**src/shared/cam_pkg.sv**
```systemverilog
// package: register map, field layout and constants of the alarm match unit
package cam_pkg;
  // register word indices, times four for the byte address (printed offsets are not multiples of four)
  localparam int unsigned SEC_IDX = 8'h0A;
  localparam int unsigned MIN_IDX = 8'h0B;
  localparam int unsigned HR_IDX = 8'h0C;
  localparam int unsigned DOM_IDX = 8'h0D;
  localparam int unsigned DOW_IDX = 8'h0E;
  localparam int unsigned CTRL_IDX = 8'h20;
  localparam int unsigned STAT_IDX = 8'h21;
  localparam int unsigned MASK_IDX = 8'h22;
  localparam logic [11:0] SEC_ADDR = 12'(SEC_IDX * 4);
  localparam logic [11:0] MIN_ADDR = 12'(MIN_IDX * 4);
  localparam logic [11:0] HR_ADDR = 12'(HR_IDX * 4);
  localparam logic [11:0] DOM_ADDR = 12'(DOM_IDX * 4);
  localparam logic [11:0] DOW_ADDR = 12'(DOW_IDX * 4);
  localparam logic [11:0] CTRL_ADDR = 12'(CTRL_IDX * 4);
  localparam logic [11:0] STAT_ADDR = 12'(STAT_IDX * 4);
  localparam logic [11:0] MASK_ADDR = 12'(MASK_IDX * 4);
  // field layout
  localparam int DIS_BIT = 7;
  localparam int PM_BIT = 5;
  localparam int H12_BIT = 0;
  localparam int FLAG_BIT = 0;
  // implemented bits of each match register
  localparam logic [7:0] SEC_IMPL = 8'hFF;
  localparam logic [7:0] MIN_IMPL = 8'hFF;
  localparam logic [7:0] HR_IMPL = 8'hBF;
  localparam logic [7:0] DOM_IMPL = 8'hBF;
  localparam logic [7:0] DOW_IMPL = 8'h87;
  localparam logic [7:0] HR12_VAL = 8'h1F;
  localparam logic [7:0] DIS_RST = 8'h80;
  localparam logic [7:0] VAL_RST = 8'h00;
  localparam logic [31:0] ZERO32 = 32'h0000_0000;
endpackage : cam_pkg

```
**src/core/cam_alarm_match.sv**
```systemverilog
// alarm comparison unit with apb register access and interrupt
//
// The APB register port was decided locally.
`timescale 1ns/1ps
module cam_alarm_match (
  // clock and reset
  input wire logic pclk,
  input wire logic presetn,
  // apb slave
  input wire logic psel,
  input wire logic penable,
  input wire logic pwrite,
  input wire logic [11:0] paddr,
  input wire logic [31:0] pwdata,
  output logic [31:0] prdata,
  output logic pready,
  output logic pslverr,
  // live time counters, BCD, and their increment strobe
  input wire logic time_tick,
  input wire logic [7:0] cur_sec,
  input wire logic [7:0] cur_min,
  input wire logic [7:0] cur_hr,
  input wire logic [7:0] cur_dom,
  input wire logic [7:0] cur_dow,
  // alarm outputs
  output logic match_flag,
  output logic irq
);

  logic sec_match_disable_ff, min_match_disable_ff, hr_match_disable_ff;
  logic dom_match_disable_ff, dow_match_disable_ff;
  logic [6:0] sec_val_ff, min_val_ff, hr_val_ff, dom_val_ff, dow_val_ff;
  logic hr12_ff;
  logic stat_ff, mask_ff;
  logic match_prev_ff;
  logic wr_en, rd_en, mapped, stat_clr;
  logic any_en, all_match, match_event;
  logic [7:0] rd_byte;
  logic [7:0] sec_reg, min_reg, hr_reg, dom_reg, dow_reg;

  // one field compares equal, or is left out when disabled;
  // the disable bit itself never takes part in the comparison
  function automatic logic field_ok(input logic dis, input logic [7:0] want,
                                    input logic [7:0] now,
                                    input logic [7:0] impl);
    logic [7:0] cmp;
    cmp = impl;
    cmp[cam_pkg::DIS_BIT] = 1'b0;
    field_ok = dis | ((want & cmp) == (now & cmp));
  endfunction : field_ok

  assign wr_en = psel & penable & pwrite;
  assign rd_en = psel & penable & ~pwrite;
  assign pready = 1'b1;

  // readback views; the disable bit sits on top of the value bits
  assign sec_reg = {sec_match_disable_ff, sec_val_ff} & cam_pkg::SEC_IMPL;
  assign min_reg = {min_match_disable_ff, min_val_ff} & cam_pkg::MIN_IMPL;
  assign hr_reg = {hr_match_disable_ff, hr_val_ff} & cam_pkg::HR_IMPL;
  assign dom_reg = {dom_match_disable_ff, dom_val_ff} & cam_pkg::DOM_IMPL;
  assign dow_reg = {dow_match_disable_ff, dow_val_ff} & cam_pkg::DOW_IMPL;

  always_comb begin
    mapped = 1'b1;
    rd_byte = 8'h00;
    unique case (paddr)
      cam_pkg::SEC_ADDR: rd_byte = sec_reg;
      cam_pkg::MIN_ADDR: rd_byte = min_reg;
      cam_pkg::HR_ADDR: rd_byte = hr_reg;
      cam_pkg::DOM_ADDR: rd_byte = dom_reg;
      cam_pkg::DOW_ADDR: rd_byte = dow_reg;
      cam_pkg::CTRL_ADDR: rd_byte = {7'h00, hr12_ff};
      cam_pkg::STAT_ADDR: rd_byte = {7'h00, stat_ff};
      cam_pkg::MASK_ADDR: rd_byte = {7'h00, mask_ff};
      default: mapped = 1'b0;
    endcase
  end

  assign pslverr = psel & penable & ~mapped;

  always_ff @(posedge pclk or negedge presetn) begin
    if (!presetn) begin
      prdata <= cam_pkg::ZERO32;
    end else if (rd_en) begin
      prdata <= {24'h000000, rd_byte};
    end
  end

  // disable bits come up set at every reset
  always_ff @(posedge pclk or negedge presetn) begin
    if (!presetn) begin
      sec_match_disable_ff <= 1'b1;
      min_match_disable_ff <= 1'b1;
      hr_match_disable_ff <= 1'b1;
      dom_match_disable_ff <= 1'b1;
      dow_match_disable_ff <= 1'b1;
    end else if (wr_en) begin
      unique case (paddr)
        cam_pkg::SEC_ADDR: sec_match_disable_ff <= pwdata[cam_pkg::DIS_BIT];
        cam_pkg::MIN_ADDR: min_match_disable_ff <= pwdata[cam_pkg::DIS_BIT];
        cam_pkg::HR_ADDR: hr_match_disable_ff <= pwdata[cam_pkg::DIS_BIT];
        cam_pkg::DOM_ADDR: dom_match_disable_ff <= pwdata[cam_pkg::DIS_BIT];
        cam_pkg::DOW_ADDR: dow_match_disable_ff <= pwdata[cam_pkg::DIS_BIT];
        default: ;
      endcase
    end
  end

  // value fields have no reset so they survive later resets
  always_ff @(posedge pclk) begin
    if (wr_en) begin
      unique case (paddr)
        cam_pkg::SEC_ADDR: sec_val_ff <= pwdata[6:0] & cam_pkg::SEC_IMPL[6:0];
        cam_pkg::MIN_ADDR: min_val_ff <= pwdata[6:0] & cam_pkg::MIN_IMPL[6:0];
        cam_pkg::HR_ADDR: hr_val_ff <= pwdata[6:0] & cam_pkg::HR_IMPL[6:0];
        cam_pkg::DOM_ADDR: dom_val_ff <= pwdata[6:0] & cam_pkg::DOM_IMPL[6:0];
        cam_pkg::DOW_ADDR: dow_val_ff <= pwdata[6:0] & cam_pkg::DOW_IMPL[6:0];
        default: ;
      endcase
    end
  end

  always_ff @(posedge pclk or negedge presetn) begin
    if (!presetn) begin
      hr12_ff <= 1'b0;
      mask_ff <= 1'b0;
    end else if (wr_en) begin
      if (paddr == cam_pkg::CTRL_ADDR) begin
        hr12_ff <= pwdata[cam_pkg::H12_BIT];
      end
      if (paddr == cam_pkg::MASK_ADDR) begin
        mask_ff <= pwdata[cam_pkg::FLAG_BIT];
      end
    end
  end

  // comparison; the hour compares bits 5:0 under either 12/24 select
  always_comb begin
    any_en = ~(sec_match_disable_ff & min_match_disable_ff &
               hr_match_disable_ff & dom_match_disable_ff &
               dow_match_disable_ff);
    all_match = any_en
      & field_ok(sec_match_disable_ff, sec_reg, cur_sec, cam_pkg::SEC_IMPL)
      & field_ok(min_match_disable_ff, min_reg, cur_min, cam_pkg::MIN_IMPL)
      & field_ok(hr_match_disable_ff, hr_reg, cur_hr,
                 hr12_ff ? (cam_pkg::HR12_VAL | (8'h01 << cam_pkg::PM_BIT))
                         : cam_pkg::HR_IMPL)
      & field_ok(dom_match_disable_ff, dom_reg, cur_dom, cam_pkg::DOM_IMPL)
      & field_ok(dow_match_disable_ff, dow_reg, cur_dow,
                 cam_pkg::DOW_IMPL);
  end

  // remember the result of the last evaluated tick
  always_ff @(posedge pclk or negedge presetn) begin
    if (!presetn) begin
      match_prev_ff <= 1'b0;
    end else if (time_tick) begin
      match_prev_ff <= all_match;
    end
  end

  assign match_event = time_tick & all_match & ~match_prev_ff;
  assign stat_clr = wr_en & (paddr == cam_pkg::STAT_ADDR)
                    & pwdata[cam_pkg::FLAG_BIT];

  // sticky flag, write one to clear, a new event wins over the clear
  always_ff @(posedge pclk or negedge presetn) begin
    if (!presetn) begin
      stat_ff <= 1'b0;
    end else if (match_event) begin
      stat_ff <= 1'b1;
    end else if (stat_clr) begin
      stat_ff <= 1'b0;
    end
  end

  assign match_flag = stat_ff;
  assign irq = stat_ff & mask_ff;

  // flag behaviour
  AST_FLAG_SETS: assert property (
    @(posedge pclk) disable iff (!presetn)
    match_event
    |=> stat_ff)
    else $error("flag not set on match");

  AST_FLAG_HOLDS: assert property (
    @(posedge pclk) disable iff (!presetn)
    stat_ff && !stat_clr
    |=> stat_ff)
    else $error("flag dropped without clear");

  AST_FLAG_CLEARS: assert property (
    @(posedge pclk) disable iff (!presetn)
    stat_clr && !match_event
    |=> !stat_ff)
    else $error("flag not cleared by write");

  AST_NO_RESET_NOMATCH: assert property (
    @(posedge pclk) disable iff (!presetn)
    $rose(stat_ff)
    |-> $past(time_tick) && !$past(match_prev_ff))
    else $error("flag set without fresh match");

  AST_NO_SET_IDLE: assert property (
    @(posedge pclk) disable iff (!presetn)
    !stat_ff && !time_tick
    |=> !stat_ff)
    else $error("flag set without a tick");

  AST_IRQ: assert property (
    @(posedge pclk) disable iff (!presetn)
    stat_ff || mask_ff || irq
    |-> irq == (stat_ff && mask_ff))
    else $error("irq mismatch");

  // match event
  AST_NO_ENABLE: assert property (
    @(posedge pclk) disable iff (!presetn)
    !any_en
    |-> !match_event)
    else $error("event with all disabled");

  AST_EVENT_PULSE: assert property (
    @(posedge pclk) disable iff (!presetn)
    match_event
    |=> !match_event)
    else $error("event repeated while match held");

  AST_PREV_HOLD: assert property (
    @(posedge pclk) disable iff (!presetn)
    !time_tick
    |=> $stable(match_prev_ff))
    else $error("match history moved without a tick");

  AST_PREV_FOLLOW: assert property (
    @(posedge pclk) disable iff (!presetn)
    time_tick
    |=> match_prev_ff == $past(all_match))
    else $error("match history not taken on a tick");

  AST_HELD_MATCH: assert property (
    @(posedge pclk) disable iff (!presetn)
    time_tick && match_prev_ff
    |-> !match_event)
    else $error("event while match persists");

  // field comparison
  AST_SEC_DIS: assert property (
    @(posedge pclk) disable iff (!presetn)
    !sec_match_disable_ff && all_match
    |-> sec_reg[6:0] == cur_sec[6:0])
    else $error("second ignored while enabled");

  AST_MIN_DIS: assert property (
    @(posedge pclk) disable iff (!presetn)
    !min_match_disable_ff && all_match
    |-> min_reg[6:0] == cur_min[6:0])
    else $error("minute ignored while enabled");

  AST_HR_DIS: assert property (
    @(posedge pclk) disable iff (!presetn)
    !hr_match_disable_ff && all_match && !hr12_ff
    |-> hr_reg[5:0] == cur_hr[5:0])
    else $error("hour ignored while enabled");

  AST_HR12_CMP: assert property (
    @(posedge pclk) disable iff (!presetn)
    !hr_match_disable_ff && all_match && hr12_ff
    |-> hr_reg[5:0] == cur_hr[5:0])
    else $error("12-hour value or afternoon bit ignored");

  AST_HR_MISS: assert property (
    @(posedge pclk) disable iff (!presetn)
    !hr_match_disable_ff && hr_reg[5:0] != cur_hr[5:0]
    |-> !all_match)
    else $error("match despite enabled hour differing");

  AST_DOM_DIS: assert property (
    @(posedge pclk) disable iff (!presetn)
    !dom_match_disable_ff && all_match
    |-> dom_reg[5:0] == cur_dom[5:0])
    else $error("day ignored while enabled");

  AST_DOW_DIS: assert property (
    @(posedge pclk) disable iff (!presetn)
    !dow_match_disable_ff && all_match
    |-> dow_reg[2:0] == cur_dow[2:0])
    else $error("weekday ignored while enabled");

  AST_MIN_ONLY: assert property (
    @(posedge pclk) disable iff (!presetn)
    sec_match_disable_ff && hr_match_disable_ff && dom_match_disable_ff
    && dow_match_disable_ff && !min_match_disable_ff
    && min_reg[6:0] == cur_min[6:0]
    |-> all_match)
    else $error("disabled field blocked the match");

  // register access
  AST_SEC_WR: assert property (
    @(posedge pclk) disable iff (!presetn)
    wr_en && paddr == cam_pkg::SEC_ADDR
    |=> sec_match_disable_ff == $past(pwdata[cam_pkg::DIS_BIT]))
    else $error("second disable bit not written");

  AST_MIN_WR: assert property (
    @(posedge pclk) disable iff (!presetn)
    wr_en && paddr == cam_pkg::MIN_ADDR
    |=> min_match_disable_ff == $past(pwdata[cam_pkg::DIS_BIT]))
    else $error("minute disable bit not written");

  AST_HR_WR: assert property (
    @(posedge pclk) disable iff (!presetn)
    wr_en && paddr == cam_pkg::HR_ADDR
    |=> hr_match_disable_ff == $past(pwdata[cam_pkg::DIS_BIT]))
    else $error("hour disable bit not written");

  AST_DOM_WR: assert property (
    @(posedge pclk) disable iff (!presetn)
    wr_en && paddr == cam_pkg::DOM_ADDR
    |=> dom_match_disable_ff == $past(pwdata[cam_pkg::DIS_BIT]))
    else $error("day disable bit not written");

  AST_DOW_WR: assert property (
    @(posedge pclk) disable iff (!presetn)
    wr_en && paddr == cam_pkg::DOW_ADDR
    |=> dow_match_disable_ff == $past(pwdata[cam_pkg::DIS_BIT]))
    else $error("weekday disable bit not written");

  AST_FMT_WR: assert property (
    @(posedge pclk) disable iff (!presetn)
    wr_en && paddr == cam_pkg::CTRL_ADDR
    |=> hr12_ff == $past(pwdata[cam_pkg::H12_BIT]))
    else $error("hour format select not written");

  AST_DOW_RDZERO: assert property (
    @(posedge pclk) disable iff (!presetn)
    dow_match_disable_ff || !dow_match_disable_ff
    |-> (dow_reg & ~cam_pkg::DOW_IMPL) == 8'h00)
    else $error("unused weekday bits not zero");

  AST_HR_RDZERO: assert property (
    @(posedge pclk) disable iff (!presetn)
    hr_match_disable_ff || !hr_match_disable_ff
    |-> (hr_reg & ~cam_pkg::HR_IMPL) == 8'h00)
    else $error("unused hour bit not zero");

  AST_DOM_RDZERO: assert property (
    @(posedge pclk) disable iff (!presetn)
    dom_match_disable_ff || !dom_match_disable_ff
    |-> (dom_reg & ~cam_pkg::DOM_IMPL) == 8'h00)
    else $error("unused day bit not zero");

  AST_RD_UPPER: assert property (
    @(posedge pclk) disable iff (!presetn)
    rd_en
    |=> prdata[31:8] == 24'h000000)
    else $error("unused read bits not zero");

  AST_DIS_RST: assert property (
    @(posedge pclk)
    !presetn
    |=> presetn || (sec_match_disable_ff && min_match_disable_ff
        && hr_match_disable_ff && dom_match_disable_ff
        && dow_match_disable_ff))
    else $error("disable bits not set by reset");

endmodule : cam_alarm_match

```
**config.mk**
```make
export PLATFORM = sky130hd
export DESIGN_NAME = cam_alarm_match
export DESIGN_NICKNAME = d
export VERILOG_FILES = /design/src/shared/cam_pkg.sv /design/src/core/cam_alarm_match.sv
export SDC_FILE = /design/constraint.sdc
export NUM_CORES = 1
export LEC_CHECK = 0
export BUFFER_PORTS_ARGS = -buffer_cell sky130_fd_sc_hd__buf_4
export CAP_MARGIN = 10
export CORE_ASPECT_RATIO = 2
export CORE_MARGIN = 10
export CORE_UTILIZATION = 36
export CTS_BUF_LIST = sky130_fd_sc_hd__clkbuf_16
export DETAILED_ROUTE_END_ITERATION = 10
export PLACE_DENSITY = 0.64
export REMOVE_ABC_BUFFERS = 1
export SYNTH_ARGS = -nofsm -noshare
export SYNTH_HDL_FRONTEND = slang
export SYNTH_SLANG_ARGS = --single-unit
```
**constraint.sdc**
```tcl
create_clock -name pclk -period 4.65 [get_ports pclk]
set_clock_uncertainty 0.2 [all_clocks]
set_input_delay 0.93 -clock pclk [delete_from_list [all_inputs] [get_ports pclk]]
set_output_delay 0.93 -clock pclk [all_outputs]
set_load 0.05 [all_outputs]
```
* After elaboration in Yosys (flattened, before gate mapping) *
Index checks and enable logic that the tools add are counted.

storage, ports and cells
  register bits = 46
  latch bits = 0
  memory bits (writable) = 0
  memory bits (read-only) = 0
  bits of input ports = 90
  output and inout port bits = 36
  word-level logic and storage cells = 70
  memories kept = 0

cells by class
  add/sub/neg operators = 0
  multipliers = 0
  div/mod/pow operators = 0
  order comparisons = 0
  equal/unequal tests = 13
  shift operators = 0
  multiplexer cells = 4
  bitwise logic cells = 29
  reductions and logical operators = 9

operators with widths
  operator               count
  $pmux W8 S8            1
  $eq A12 B6 Y1 const B  5
  $eq A12 B8 Y1 const B  3
  $and A1 B1 Y1          18
  $and A8 B6 Y8 const B  2
  $eq A7 B7 Y1           2
  $reduce_and A2 Y1      7
  $eq A8 B8 Y1           1
  $reduce_or A8 Y1       1
  $eq A6 B6 Y1           1
  $or A1 B1 Y1           5
  $not A1 Y1             4
  $eq A3 B3 Y1           1
  $mux W1                3
  $reduce_bool A2 Y1     1

* Longest topological paths before layout *
Gate-level depths: netlist (run 1).

  depth in word-level cells = 13
  mapped depth = 6
  depth with buffers taken out = 5

* Worst setup path before layout (run 1) *
OpenSTA, ideal clock, no wires.

  path kind = input to output
  from = in paddr[4]
  to = out pslverr
  data arrival time = 2.306 ns
  data required time = 3.520 ns
  slack = 1.214 ns
  cell stages on the path = 5
  buffers on the path = 1
  path through = clkbuf_1 > or3b_2 > a22o_1 > a21oi_1 > nor2_1

on the way
  longest elaborated chain between the ends = 5
  elaborated cells between the ends (all ways) = 12
  those cells by class = 8 x eq/ne; 1 x mux; 2 x bitwise; 1 x reduce/logical

RTL lines
  what                                                   line                   source
  start, declared                                        cam_alarm_match.sv:13  input wire logic [11:0] paddr,
  $eq A12 B8 Y1 / $eq A12 B6 Y1 (equally long branches)  cam_alarm_match.sv:66  unique case (paddr)
  $reduce_or A8 Y1 (no line) (*)                         -
  $mux W1 (*)                                            cam_alarm_match.sv:66
  $not A1 Y1 (*)                                         cam_alarm_match.sv:79  assign pslverr = psel & penable & ~mapped;
  $and A1 B1 Y1 (*)                                      cam_alarm_match.sv:79
  end, declared                                          cam_alarm_match.sv:17  output logic pslverr,

Every way passes the cells marked *; elsewhere a longest branch is shown, timed or not.

* Worst setup path after layout (run 1) *
  from = in paddr[11]
  to = out pslverr

The elaborated chain is that of the path after synthesis.

==> results of run 1 <==
## sequential cells by signal, summed over array words and instances (netlist names)
| name | cells |
|---|---|
| dom_match_disable_ff | 1 |
| dom_val_ff | 6 |
| dow_match_disable_ff | 1 |
| dow_val_ff | 3 |
| hr12_ff | 1 |
| hr_match_disable_ff | 1 |
| hr_val_ff | 6 |
| mask_ff | 1 |
| match_flag | 1 |
| match_prev_ff | 1 |
| min_match_disable_ff | 1 |
| min_val_ff | 7 |
| prdata | 8 |
| sec_match_disable_ff | 1 |
| sec_val_ff | 7 |
## kinds of logic after synthesis
group / after synthesis
other: 2
and+or+nand+nor: 52
AOI/OAI and AO/OA: 32
xor gates and xnor gates: 29
buffers and inverters: 31
muxes: 19
DFF: 46
## power breakdown
part | switching [mW] | internal (mW) | leakage [nW]
sequential | 0.000109 | 0.436 | 0.480
combinational | 0.0852 | 0.0444 | 0.773
clock | 0.142 | 0.249 | 0.0864
## critical path, stage by stage
cell                      delay [ps]
sky130_fd_sc_hd__buf_4           110
sky130_fd_sc_hd__or4_4           520
sky130_fd_sc_hd__or4_4           470
sky130_fd_sc_hd__a21oi_1         220
sky130_fd_sc_hd__nor2_1           80
sky130_fd_sc_hd__buf_4           190
## cell type report
| type | count | area [um2] | area share [%] |
|---|---|---|---|
| Sequential cell | 46 | 1300 | 40.8 |
| Multi-Input combinational cell | 157 | 1120 | 35.0 |
| Inverter | 1 | 3.75 | 0.118 |
| Clock buffer | 5 | 125 | 3.92 |
| Clock inverter | 3 | 37.5 | 1.18 |
| Timing Repair Buffer | 66 | 495 | 15.5 |
| Tap cell | 90 | 113 | 3.53 |
## worst paths after layout
path | from | end | slack, ps | depth (start not counted)
worst max-delay path | paddr[11] | pslverr | 1000 | 6
worst min-delay path | match_prev_ff | match_flag | 260 | 1
worst max register to register | sec_val_ff[6] | match_flag | 2430 | 5
worst min register to register | match_prev_ff | match_flag | 260 | 1
max in group asynchronous | presetn | hr_match_disable_ff | 3680 | 1
min in group asynchronous | presetn | mask_ff | 300 | 1
## per-layer routing
metal  GRT usage, %  up-vias
li1               -      863
met1           11.7      874
met5              0        -
met4           10.3        0
met3           4.48       23
met2           23.3       91
## placed cells by master, fill, tap and decap left out, types with 3 or more instances in the layout
master                       n
sky130_fd_sc_hd__buf_4      66
sky130_fd_sc_hd__edfxtp_1   29
sky130_fd_sc_hd__conb_1     25
sky130_fd_sc_hd__xor2_1     18
sky130_fd_sc_hd__dfrtp_1    12
sky130_fd_sc_hd__nand2_1    11
sky130_fd_sc_hd__xnor2_1    11
sky130_fd_sc_hd__mux2i_1    10
sky130_fd_sc_hd__mux2_2      8
sky130_fd_sc_hd__a22o_1      7
sky130_fd_sc_hd__nor2_1      6
sky130_fd_sc_hd__nor4_1      5
sky130_fd_sc_hd__o22ai_1     5
sky130_fd_sc_hd__o21ai_0     5
sky130_fd_sc_hd__clkbuf_16   5
sky130_fd_sc_hd__dfstp_2     5
sky130_fd_sc_hd__nand3_1     4
sky130_fd_sc_hd__and3_1      4
sky130_fd_sc_hd__inv_1       3
## cell usage after synthesis (3+ instances only)
master and number:
sky130_fd_sc_hd__a22o_1 7, sky130_fd_sc_hd__and3_1 4, sky130_fd_sc_hd__buf_1 3, sky130_fd_sc_hd__buf_4 25
sky130_fd_sc_hd__dfrtp_1 12, sky130_fd_sc_hd__dfstp_2 5, sky130_fd_sc_hd__edfxtp_1 29, sky130_fd_sc_hd__mux2_2 8
sky130_fd_sc_hd__mux2i_1 10, sky130_fd_sc_hd__nand2_1 11, sky130_fd_sc_hd__nand3_1 4, sky130_fd_sc_hd__nor2_1 6
sky130_fd_sc_hd__nor4_1 5, sky130_fd_sc_hd__o21ai_0 5, sky130_fd_sc_hd__o22ai_1 5, sky130_fd_sc_hd__xnor2_1 11
sky130_fd_sc_hd__xor2_1 18
==> results.yml, run 1 <==
worst_setup_path:
  end_kind: "primary output"
  cp.required_ps: 3520
  worst_ep_arrival_time_ps: 2520
  cp_max_fo: 5
  critical_path.startpoint_type: "primary input"
  critical_path_class: "in2out"
detailed_routing:
  topRoutingLayerUsed: "met4"
  wl_per_cell_um: 19.5
  wl_met2_mm: 3.81
  drt-initial-drc-count: 127
  ant_nets: 0
  detailedRoute.firstPassIterationCount: 4
  detail_route.wirelength_mm: 7.16
  detail_route.wirelength.met1_mm: 2.35
  vias_per_cell: 5.03
  dr_total_vias: 1851
  drc: 0
  met3_wirelength_um: 563
logic_synthesis:
  ys_top_cells_by_area: "sky130_fd_sc_hd__edfxtp_1 (34%), sky130_fd_sc_hd__dfrtp_1 (12%), sky130_fd_sc_hd__buf_4 (7.4%)"
  sequential_area_share_after_synthesis_pct: 51.2
  syn_avg_cell_area_um2: 12.1
  xor_xnor_fraction_of_synth_area_pct: 9.99
  yosys.area.top_type: "sky130_fd_sc_hd__edfxtp_1"
  largest_family_of_logic_cells_by_synthesized_area: "simple AND/OR/NAND/NOR gates"
  synth_instances: 211
  netlist-cell-type-count: 48
  number_of_warnings_issued_by_yosys: 0
  postSynth.asyncResetShare_pct: 37.0
  post_synth_mux_area_share_pct: 7.92
  number_of_flip_flops_and_latches_in_the_synthesized_netlist: 46
  syn_area_um2: 2540
  yosys_most_used_dff: "sky130_fd_sc_hd__edfxtp_1"
  adder_and_majority_gate_portion_of_the_synthesized_area_pct: 0
  synthSimpleGateAreaFrac_pct: 13.0
  synth_compound_area_share_pct: 9.30
  synth_enable_flop_cells: 29
  synthDominantCellAreaShare_pct: 34.2
finish:
  drive_gt1_share_pct: 33.8
  final_cells: 368
  final.fill_count: 684
  nNetsFinal: 367
  n_antenna_cell: 0
  post-route-util_pct: 46.4
  design_area_um2: 3190
  synthToLayoutAreaGrowth_pct: 25.6
run:
  maxCapViolations: 0
floorplanning:
  floorplan.core_area_um2: 6890
  die_w_um: 79.4
  boundaryPins: 126
  core.rowCount: 43
  die-area_um2: 11000
  initial_core_util_pct: 36.9
  die_h_um: 139
timing:
  max_freq_mhz: 274
  tightestPinTransition_ps: 744
  holdWs_ps: 264
  rsz0062_at_grt: "no"
  setup_violations: 0
  hold_viol: 0
  fin_crit_ps: 3650
  layout_setup_ws_ps: 999
  max_slew_margin_pct: 49.9
  setup-tns-final_ps: 0
  final_max_slew_viol_count: 0
  post-route-period-util_pct: 78.5
clocking:
  worstSkewPairLatency_ps: 290
  cts_hold_repair.buffers: 0
  path_clk_slew_ps: 60
  post_cts.repair.setup_buffers: 0
  clkSinkCount: 46
  clock_tree.buffer_depth: 2
  tritoncts.num_buffers: 5
  cts-htree-levels: 2
  clockRootBuffer: "sky130_fd_sc_hd__clkbuf_16"
  cts_resized: 0
  tritoncts: "built"
placement:
  dpl_worst_slack_ps: 1010
  port-buffer-count: 65
  final_gp_congestion: 0.878
  dpl-instance-area_um2: 3030
  hpwl_mm: 5.95
  post-place-cells: 360
global_route:
  grtUsageTotal_pct: 13.3
  grt.overflow.total: 0
  grt_pass1_wl_mm: 11.1
  antenna_found_initial: 0
  grt_start_max_net_pins: 23
  grt_pass1_vias: 2129
power:
  power_leakage_nw: 1.34
  ir_drop_uv: 203
  design_power_uw: 957
  power.density_nw_per_um2: 300
run_status:
  status: "finished clean"
min_path:
  hold_wc_path_type: "reg2reg"
Power figures use the tool's default switching activity.
==> inputs of run 2 (changes only) <==
==> constraint.sdc (replaced) <==
create_clock -name pclk -period 3.8 [get_ports pclk]
set_clock_uncertainty 0.2 [all_clocks]
set_input_delay 0.76 -clock pclk [delete_from_list [all_inputs] [get_ports pclk]]
set_output_delay 0.76 -clock pclk [all_outputs]
set_load 0.05 [all_outputs]
==> run 2 against run 1 <==
Count of clock-buffer cells in the layout stayed put. Via count is 1.1% lower. Die area stayed put. Critical path type unchanged. Final cell count is 0.27% higher. Final area is 0.27% lower. First-iteration DRC count is 20% higher. Largest power group unchanged. Sequential share of layout area is 0.11 points higher.
==> results.yml, run 2 (synthesis results as in run 1) <==
global_route:
  antenna_found_initial: 0
  grt_start_max_net_pins: 23
  grt_pass1_wl_mm: 10.7
  grtUsageTotal_pct: 12.9
  grt_pass1_vias: 2018
  grt.overflow.total: 0
finish:
  layout.area.seq_um2: 1300
  reg.largest.list: "prdata: 8 flops, min_val_ff: 7 flops, sec_val_ff: 7 flops"
  post-route-util_pct: 46.3
  design_area_um2: 3190
  area_occupied_by_multi_input_gates_um2: 1120
  n_antenna_cell: 0
  largest_register_ff_count: 8
  drive_gt1_share_pct: 34.8
  synthToLayoutAreaGrowth_pct: 25.2
  most-common-layout-cells: "sky130_fd_sc_hd__buf_4 (67), sky130_fd_sc_hd__edfxtp_1 (29), sky130_fd_sc_hd__conb_1 (25)"
  final_common_cell: "sky130_fd_sc_hd__buf_4"
  nNetsFinal: 368
  final.fill_count: 669
  largest_register: "prdata"
floorplanning:
  die-area_um2: 11000
  initial_core_util_pct: 36.9
  boundaryPins: 126
  die_w_um: 79.4
  floorplan.core_area_um2: 6890
  core.rowCount: 43
  die_h_um: 139
timing:
  hold_viol: 0
  max_freq_mhz: 302
  final_max_slew_viol_count: 0
  fin_crit_ps: 3320
  layout_setup_ws_ps: 485
  setup_violations: 0
  setup-tns-final_ps: 0
  holdWs_ps: 129
  post-route-period-util_pct: 87.2
  tightestPinTransition_ps: 672
  max_slew_margin_pct: 54.8
  rsz0062_at_grt: "no"
detailed_routing:
  ant_nets: 0
  detailedRoute.firstPassIterationCount: 5
  dr_total_vias: 1831
  detail_route.wirelength_mm: 7.00
  drt-initial-drc-count: 153
  vias_per_cell: 4.96
  wl_per_cell_um: 19.0
  drc: 0
worst_setup_path:
  worstRegToRegCells: 5
  critical_path_class: "in2out"
  critical-path-slowest-cell: "sky130_fd_sc_hd__or4_4"
  r2r-start: "sec_val_ff[6]"
  cp_max_fo: 5
  critical_path.startpoint_type: "primary input"
  timing.rr.end: "match_flag"
  r2r_setup_slack_ps: 1660
  cp_cell_sequence: "buf_4 -> or4_4 -> or4_4 -> a21oi_1 -> nor2_1 -> buf_4"
  cpPeakStageDelay_ps: 520
  worst_ep_arrival_time_ps: 2360
  cp.required_ps: 2840
  end_kind: "primary output"
clocking:
  worstSkewPairLatency_ps: 290
  cts_hold_repair.buffers: 0
  tritoncts: "built"
  cts_resized: 0
  clockRootBuffer: "sky130_fd_sc_hd__clkbuf_16"
  path_clk_slew_ps: 60
  cts-htree-levels: 2
  clock_tree.buffer_depth: 2
  tritoncts.num_buffers: 5
  post_cts.repair.setup_buffers: 0
  clkSinkCount: 46
placement:
  dpl-instance-area_um2: 3040
  hpwl_mm: 5.95
  port-buffer-count: 65
  dpl_worst_slack_ps: 496
  final_gp_congestion: 0.887
power:
  ir_drop_uv: 286
  power.density_nw_per_um2: 350
  power_leakage_nw: 1.33
min_path:
  hold_wc_path_type: "in2async"
run_status:
  status: "finished clean"
run:
  maxCapViolations: 0
==> run 2: worst max-delay path by stage <==
stage / slack (ps) / from / end / cells past startpoint
2_1_floorplan: 700 / paddr[11] / pslverr / 4
3_3_place_gp: 480 / paddr[11] / pslverr / 6
3_5_place_dp: 500 / paddr[11] / pslverr / 6
4_1_cts: 490 / paddr[11] / pslverr / 6
5_1_grt: 420 / paddr[11] / pslverr / 6
6_report: 480 / paddr[11] / pslverr / 6
==> run 2: power breakdown <==
group          switching (mW)  internal [mW]  leakage, nW  total (mW)
logic                   0.103         0.0543        0.778       0.158
registers            0.000137          0.533        0.480       0.533
clock network           0.180          0.243       0.0698       0.423
==> run 2: area by class of cell <==
| cell class | count | area share (%) |
|---|---|---|
| Sequential cell | 46 | 40.9 |
| Clock inverter | 3 | 0.668 |
| Multi-Input combinational cell | 157 | 35.1 |
| Clock buffer | 5 | 3.93 |
| Timing Repair Buffer | 67 | 15.8 |
| Tap cell | 90 | 3.53 |
| Inverter | 1 | 0.118 |
==> run 2: per-layer routing <==
metal  track usage (%)  wire (um)  vias to the layer above
met5                 0          0                        -
met4              8.83        335                        0
met3              4.87        660                       16
met2              23.3       3960                       92
met1              10.9       2040                      855
li1                  -          -                      868
==> run 2: critical path: cells and delay by family <==
kind                   cells  cell delay (ps)
AND/OR/NAND/NOR            3             1080
buffers and inverters      2              300
AO/OA/AOI/OAI              1              210
==> run 2: stage by stage <==
stage               cells  power (mW)
floorplan             204       0.628
detailed placement    361       0.701
finish                369        1.11
CTS                   369        1.13
global route          369        1.16
global placement      361       0.700
==> inputs of run 3 (changes only) <==
--- a/config.mk
+++ b/config.mk
@@ -7,12 +7,14 @@
 export LEC_CHECK = 0
 export BUFFER_PORTS_ARGS = -buffer_cell sky130_fd_sc_hd__buf_4
 export CAP_MARGIN = 10
+export CELL_PAD_IN_SITES_DETAIL_PLACEMENT = 1
+export CELL_PAD_IN_SITES_GLOBAL_PLACEMENT = 1
 export CORE_ASPECT_RATIO = 2
 export CORE_MARGIN = 10
-export CORE_UTILIZATION = 36
+export CORE_UTILIZATION = 34
 export CTS_BUF_LIST = sky130_fd_sc_hd__clkbuf_16
 export DETAILED_ROUTE_END_ITERATION = 10
-export PLACE_DENSITY = 0.64
+export PLACE_DENSITY = 0.78
 export REMOVE_ABC_BUFFERS = 1
 export SYNTH_ARGS = -nofsm -noshare
 export SYNTH_HDL_FRONTEND = slang
==> run 3 against run 2 <==
Maximum frequency is 0.33% lower. Setup slack got worse by 11 ps. Final cell count increased by 0.54%. Flip-flop and latch count unchanged. Largest cell class unchanged. Clock power is 17% higher. Final area grew 0.71%. Global-route usage up 0.86 points. Die area is 4.7% higher. Largest power group unchanged. Combinational power hardly changed.
==> results.yml, run 3 (synthesis results as in run 1) <==
finish:
  n_antenna_cell: 0
  largest_register_ff_count: 8
  most-common-layout-cells: "sky130_fd_sc_hd__buf_4 (67), sky130_fd_sc_hd__edfxtp_1 (29), sky130_fd_sc_hd__conb_1 (25)"
  drive_gt1_share_pct: 34.4
  nNetsFinal: 368
  reg.largest.list: "prdata: 8 flops, min_val_ff: 7 flops, sec_val_ff: 7 flops"
  final_common_cell: "sky130_fd_sc_hd__buf_4"
  design_area_um2: 3210
  largest_register: "prdata"
  synthToLayoutAreaGrowth_pct: 26.1
clocking:
  cts_hold_repair.buffers: 0
  tritoncts: "built"
  clkSinkCount: 46
  clockRootBuffer: "sky130_fd_sc_hd__clkbuf_16"
  post_cts.repair.setup_buffers: 0
  cts-htree-levels: 2
  clock_tree.buffer_depth: 2
  path_clk_slew_ps: 60
  cts_resized: 0
  tritoncts.num_buffers: 5
  worstSkewPairLatency_ps: 290
run:
  maxCapViolations: 0
detailed_routing:
  drc: 0
  ant_nets: 0
  detailedRoute.firstPassIterationCount: 5
  wl_per_cell_um: 21.3
  drt-initial-drc-count: 100
  dr_total_vias: 1884
  detail_route.wirelength_mm: 7.92
  vias_per_cell: 5.08
worst_setup_path:
  critical_path_class: "in2out"
  end_kind: "primary output"
  worst_ep_arrival_time_ps: 2370
  cp_max_fo: 5
  critical_path.startpoint_type: "primary input"
  cp.required_ps: 2840
timing:
  rsz0062_at_grt: "no"
  tightestPinTransition_ps: 769
  post-route-period-util_pct: 87.5
  layout_setup_ws_ps: 474
  fin_crit_ps: 3330
  max_freq_mhz: 301
  setup-tns-final_ps: 0
  holdWs_ps: 126
  final_max_slew_viol_count: 0
  max_slew_margin_pct: 48.3
  setup_violations: 0
  hold_viol: 0
global_route:
  grt.overflow.total: 0
  grt_start_max_net_pins: 23
  grtUsageTotal_pct: 13.7
  antenna_found_initial: 0
  grt_pass1_wl_mm: 11.7
  grt_pass1_vias: 2188
floorplanning:
  floorplan.core_area_um2: 7270
  boundaryPins: 126
  initial_core_util_pct: 35.0
  die_w_um: 81.2
  die_h_um: 142
  die-area_um2: 11600
  core.rowCount: 44
placement:
  port-buffer-count: 65
  dpl_worst_slack_ps: 473
  dpl-instance-area_um2: 3040
  final_gp_congestion: 0.864
  hpwl_mm: 6.49
power:
  ir_drop_uv: 253
  power_leakage_nw: 1.34
  power.density_nw_per_um2: 370
min_path:
  hold_wc_path_type: "in2async"
run_status:
  status: "finished clean"
## run 3: changes by cell type in the layout (fill, tap and decap cells not counted), sizes merged
cell	change
inv	+1
clkinv	-2
bufinv	+1
## run 3: critical path: stages
cell and delay (ps):
sky130_fd_sc_hd__buf_4 110, sky130_fd_sc_hd__or4_4 520, sky130_fd_sc_hd__or4_4 480, sky130_fd_sc_hd__a21oi_1 230, sky130_fd_sc_hd__nor2_1 80, sky130_fd_sc_hd__buf_4 190
## run 3: layer usage
layer  global-route usage [%]  wire length [um]  vias up
met5                        0                 0        -
met4                     7.79               279        0
met3                     4.11               576       15
met2                     27.5              4660       78
met1                     10.7              2400      923
li1                         -                 -      868
## run 3: metrics by stage
step | cells | util (%) | total power, mW
final | 371 | 44.1 | 1.19
after detailed placement | 363 | 41.9 | 0.702
after global placement | 363 | 41.9 | 0.699
after global routing | 371 | 44.1 | 1.23
after CTS | 371 | 44.1 | 1.20
after floorplan | 204 | - | 0.628
## run 3: layout make-up
type / instances / area, um2
fillers: 820 / 4060
clock inverters: 3 / 41.3
well taps: 92 / 115
flip-flops and latches: 46 / 1300
inverters: 1 / 3.75
repair buffers: 67 / 503
multi-input cells: 157 / 1120
clock buffers: 5 / 125
## run 3: power by group
part | switching, mW | leakage [nW] | total [mW] | internal, mW
logic | 0.106 | 0.778 | 0.161 | 0.0544
clock network | 0.186 | 0.0812 | 0.494 | 0.308
registers | 0.000130 | 0.480 | 0.533 | 0.533
total | 0.292 | 1.34 | 1.19 | 0.895
## run 3: final timing paths
kind	start	endpoint	slack [ps]	cells past startpoint
max in group asynchronous	presetn	sec_match_disable_ff	3020	1
worst min-delay path	presetn	match_prev_ff	130	1
worst max register to register	sec_val_ff[6]	match_flag	1400	5
min in group pclk	match_prev_ff	match_flag	260	1
worst max-delay path	paddr[11]	pslverr	470	6
worst min register to register	match_prev_ff	match_flag	260	1
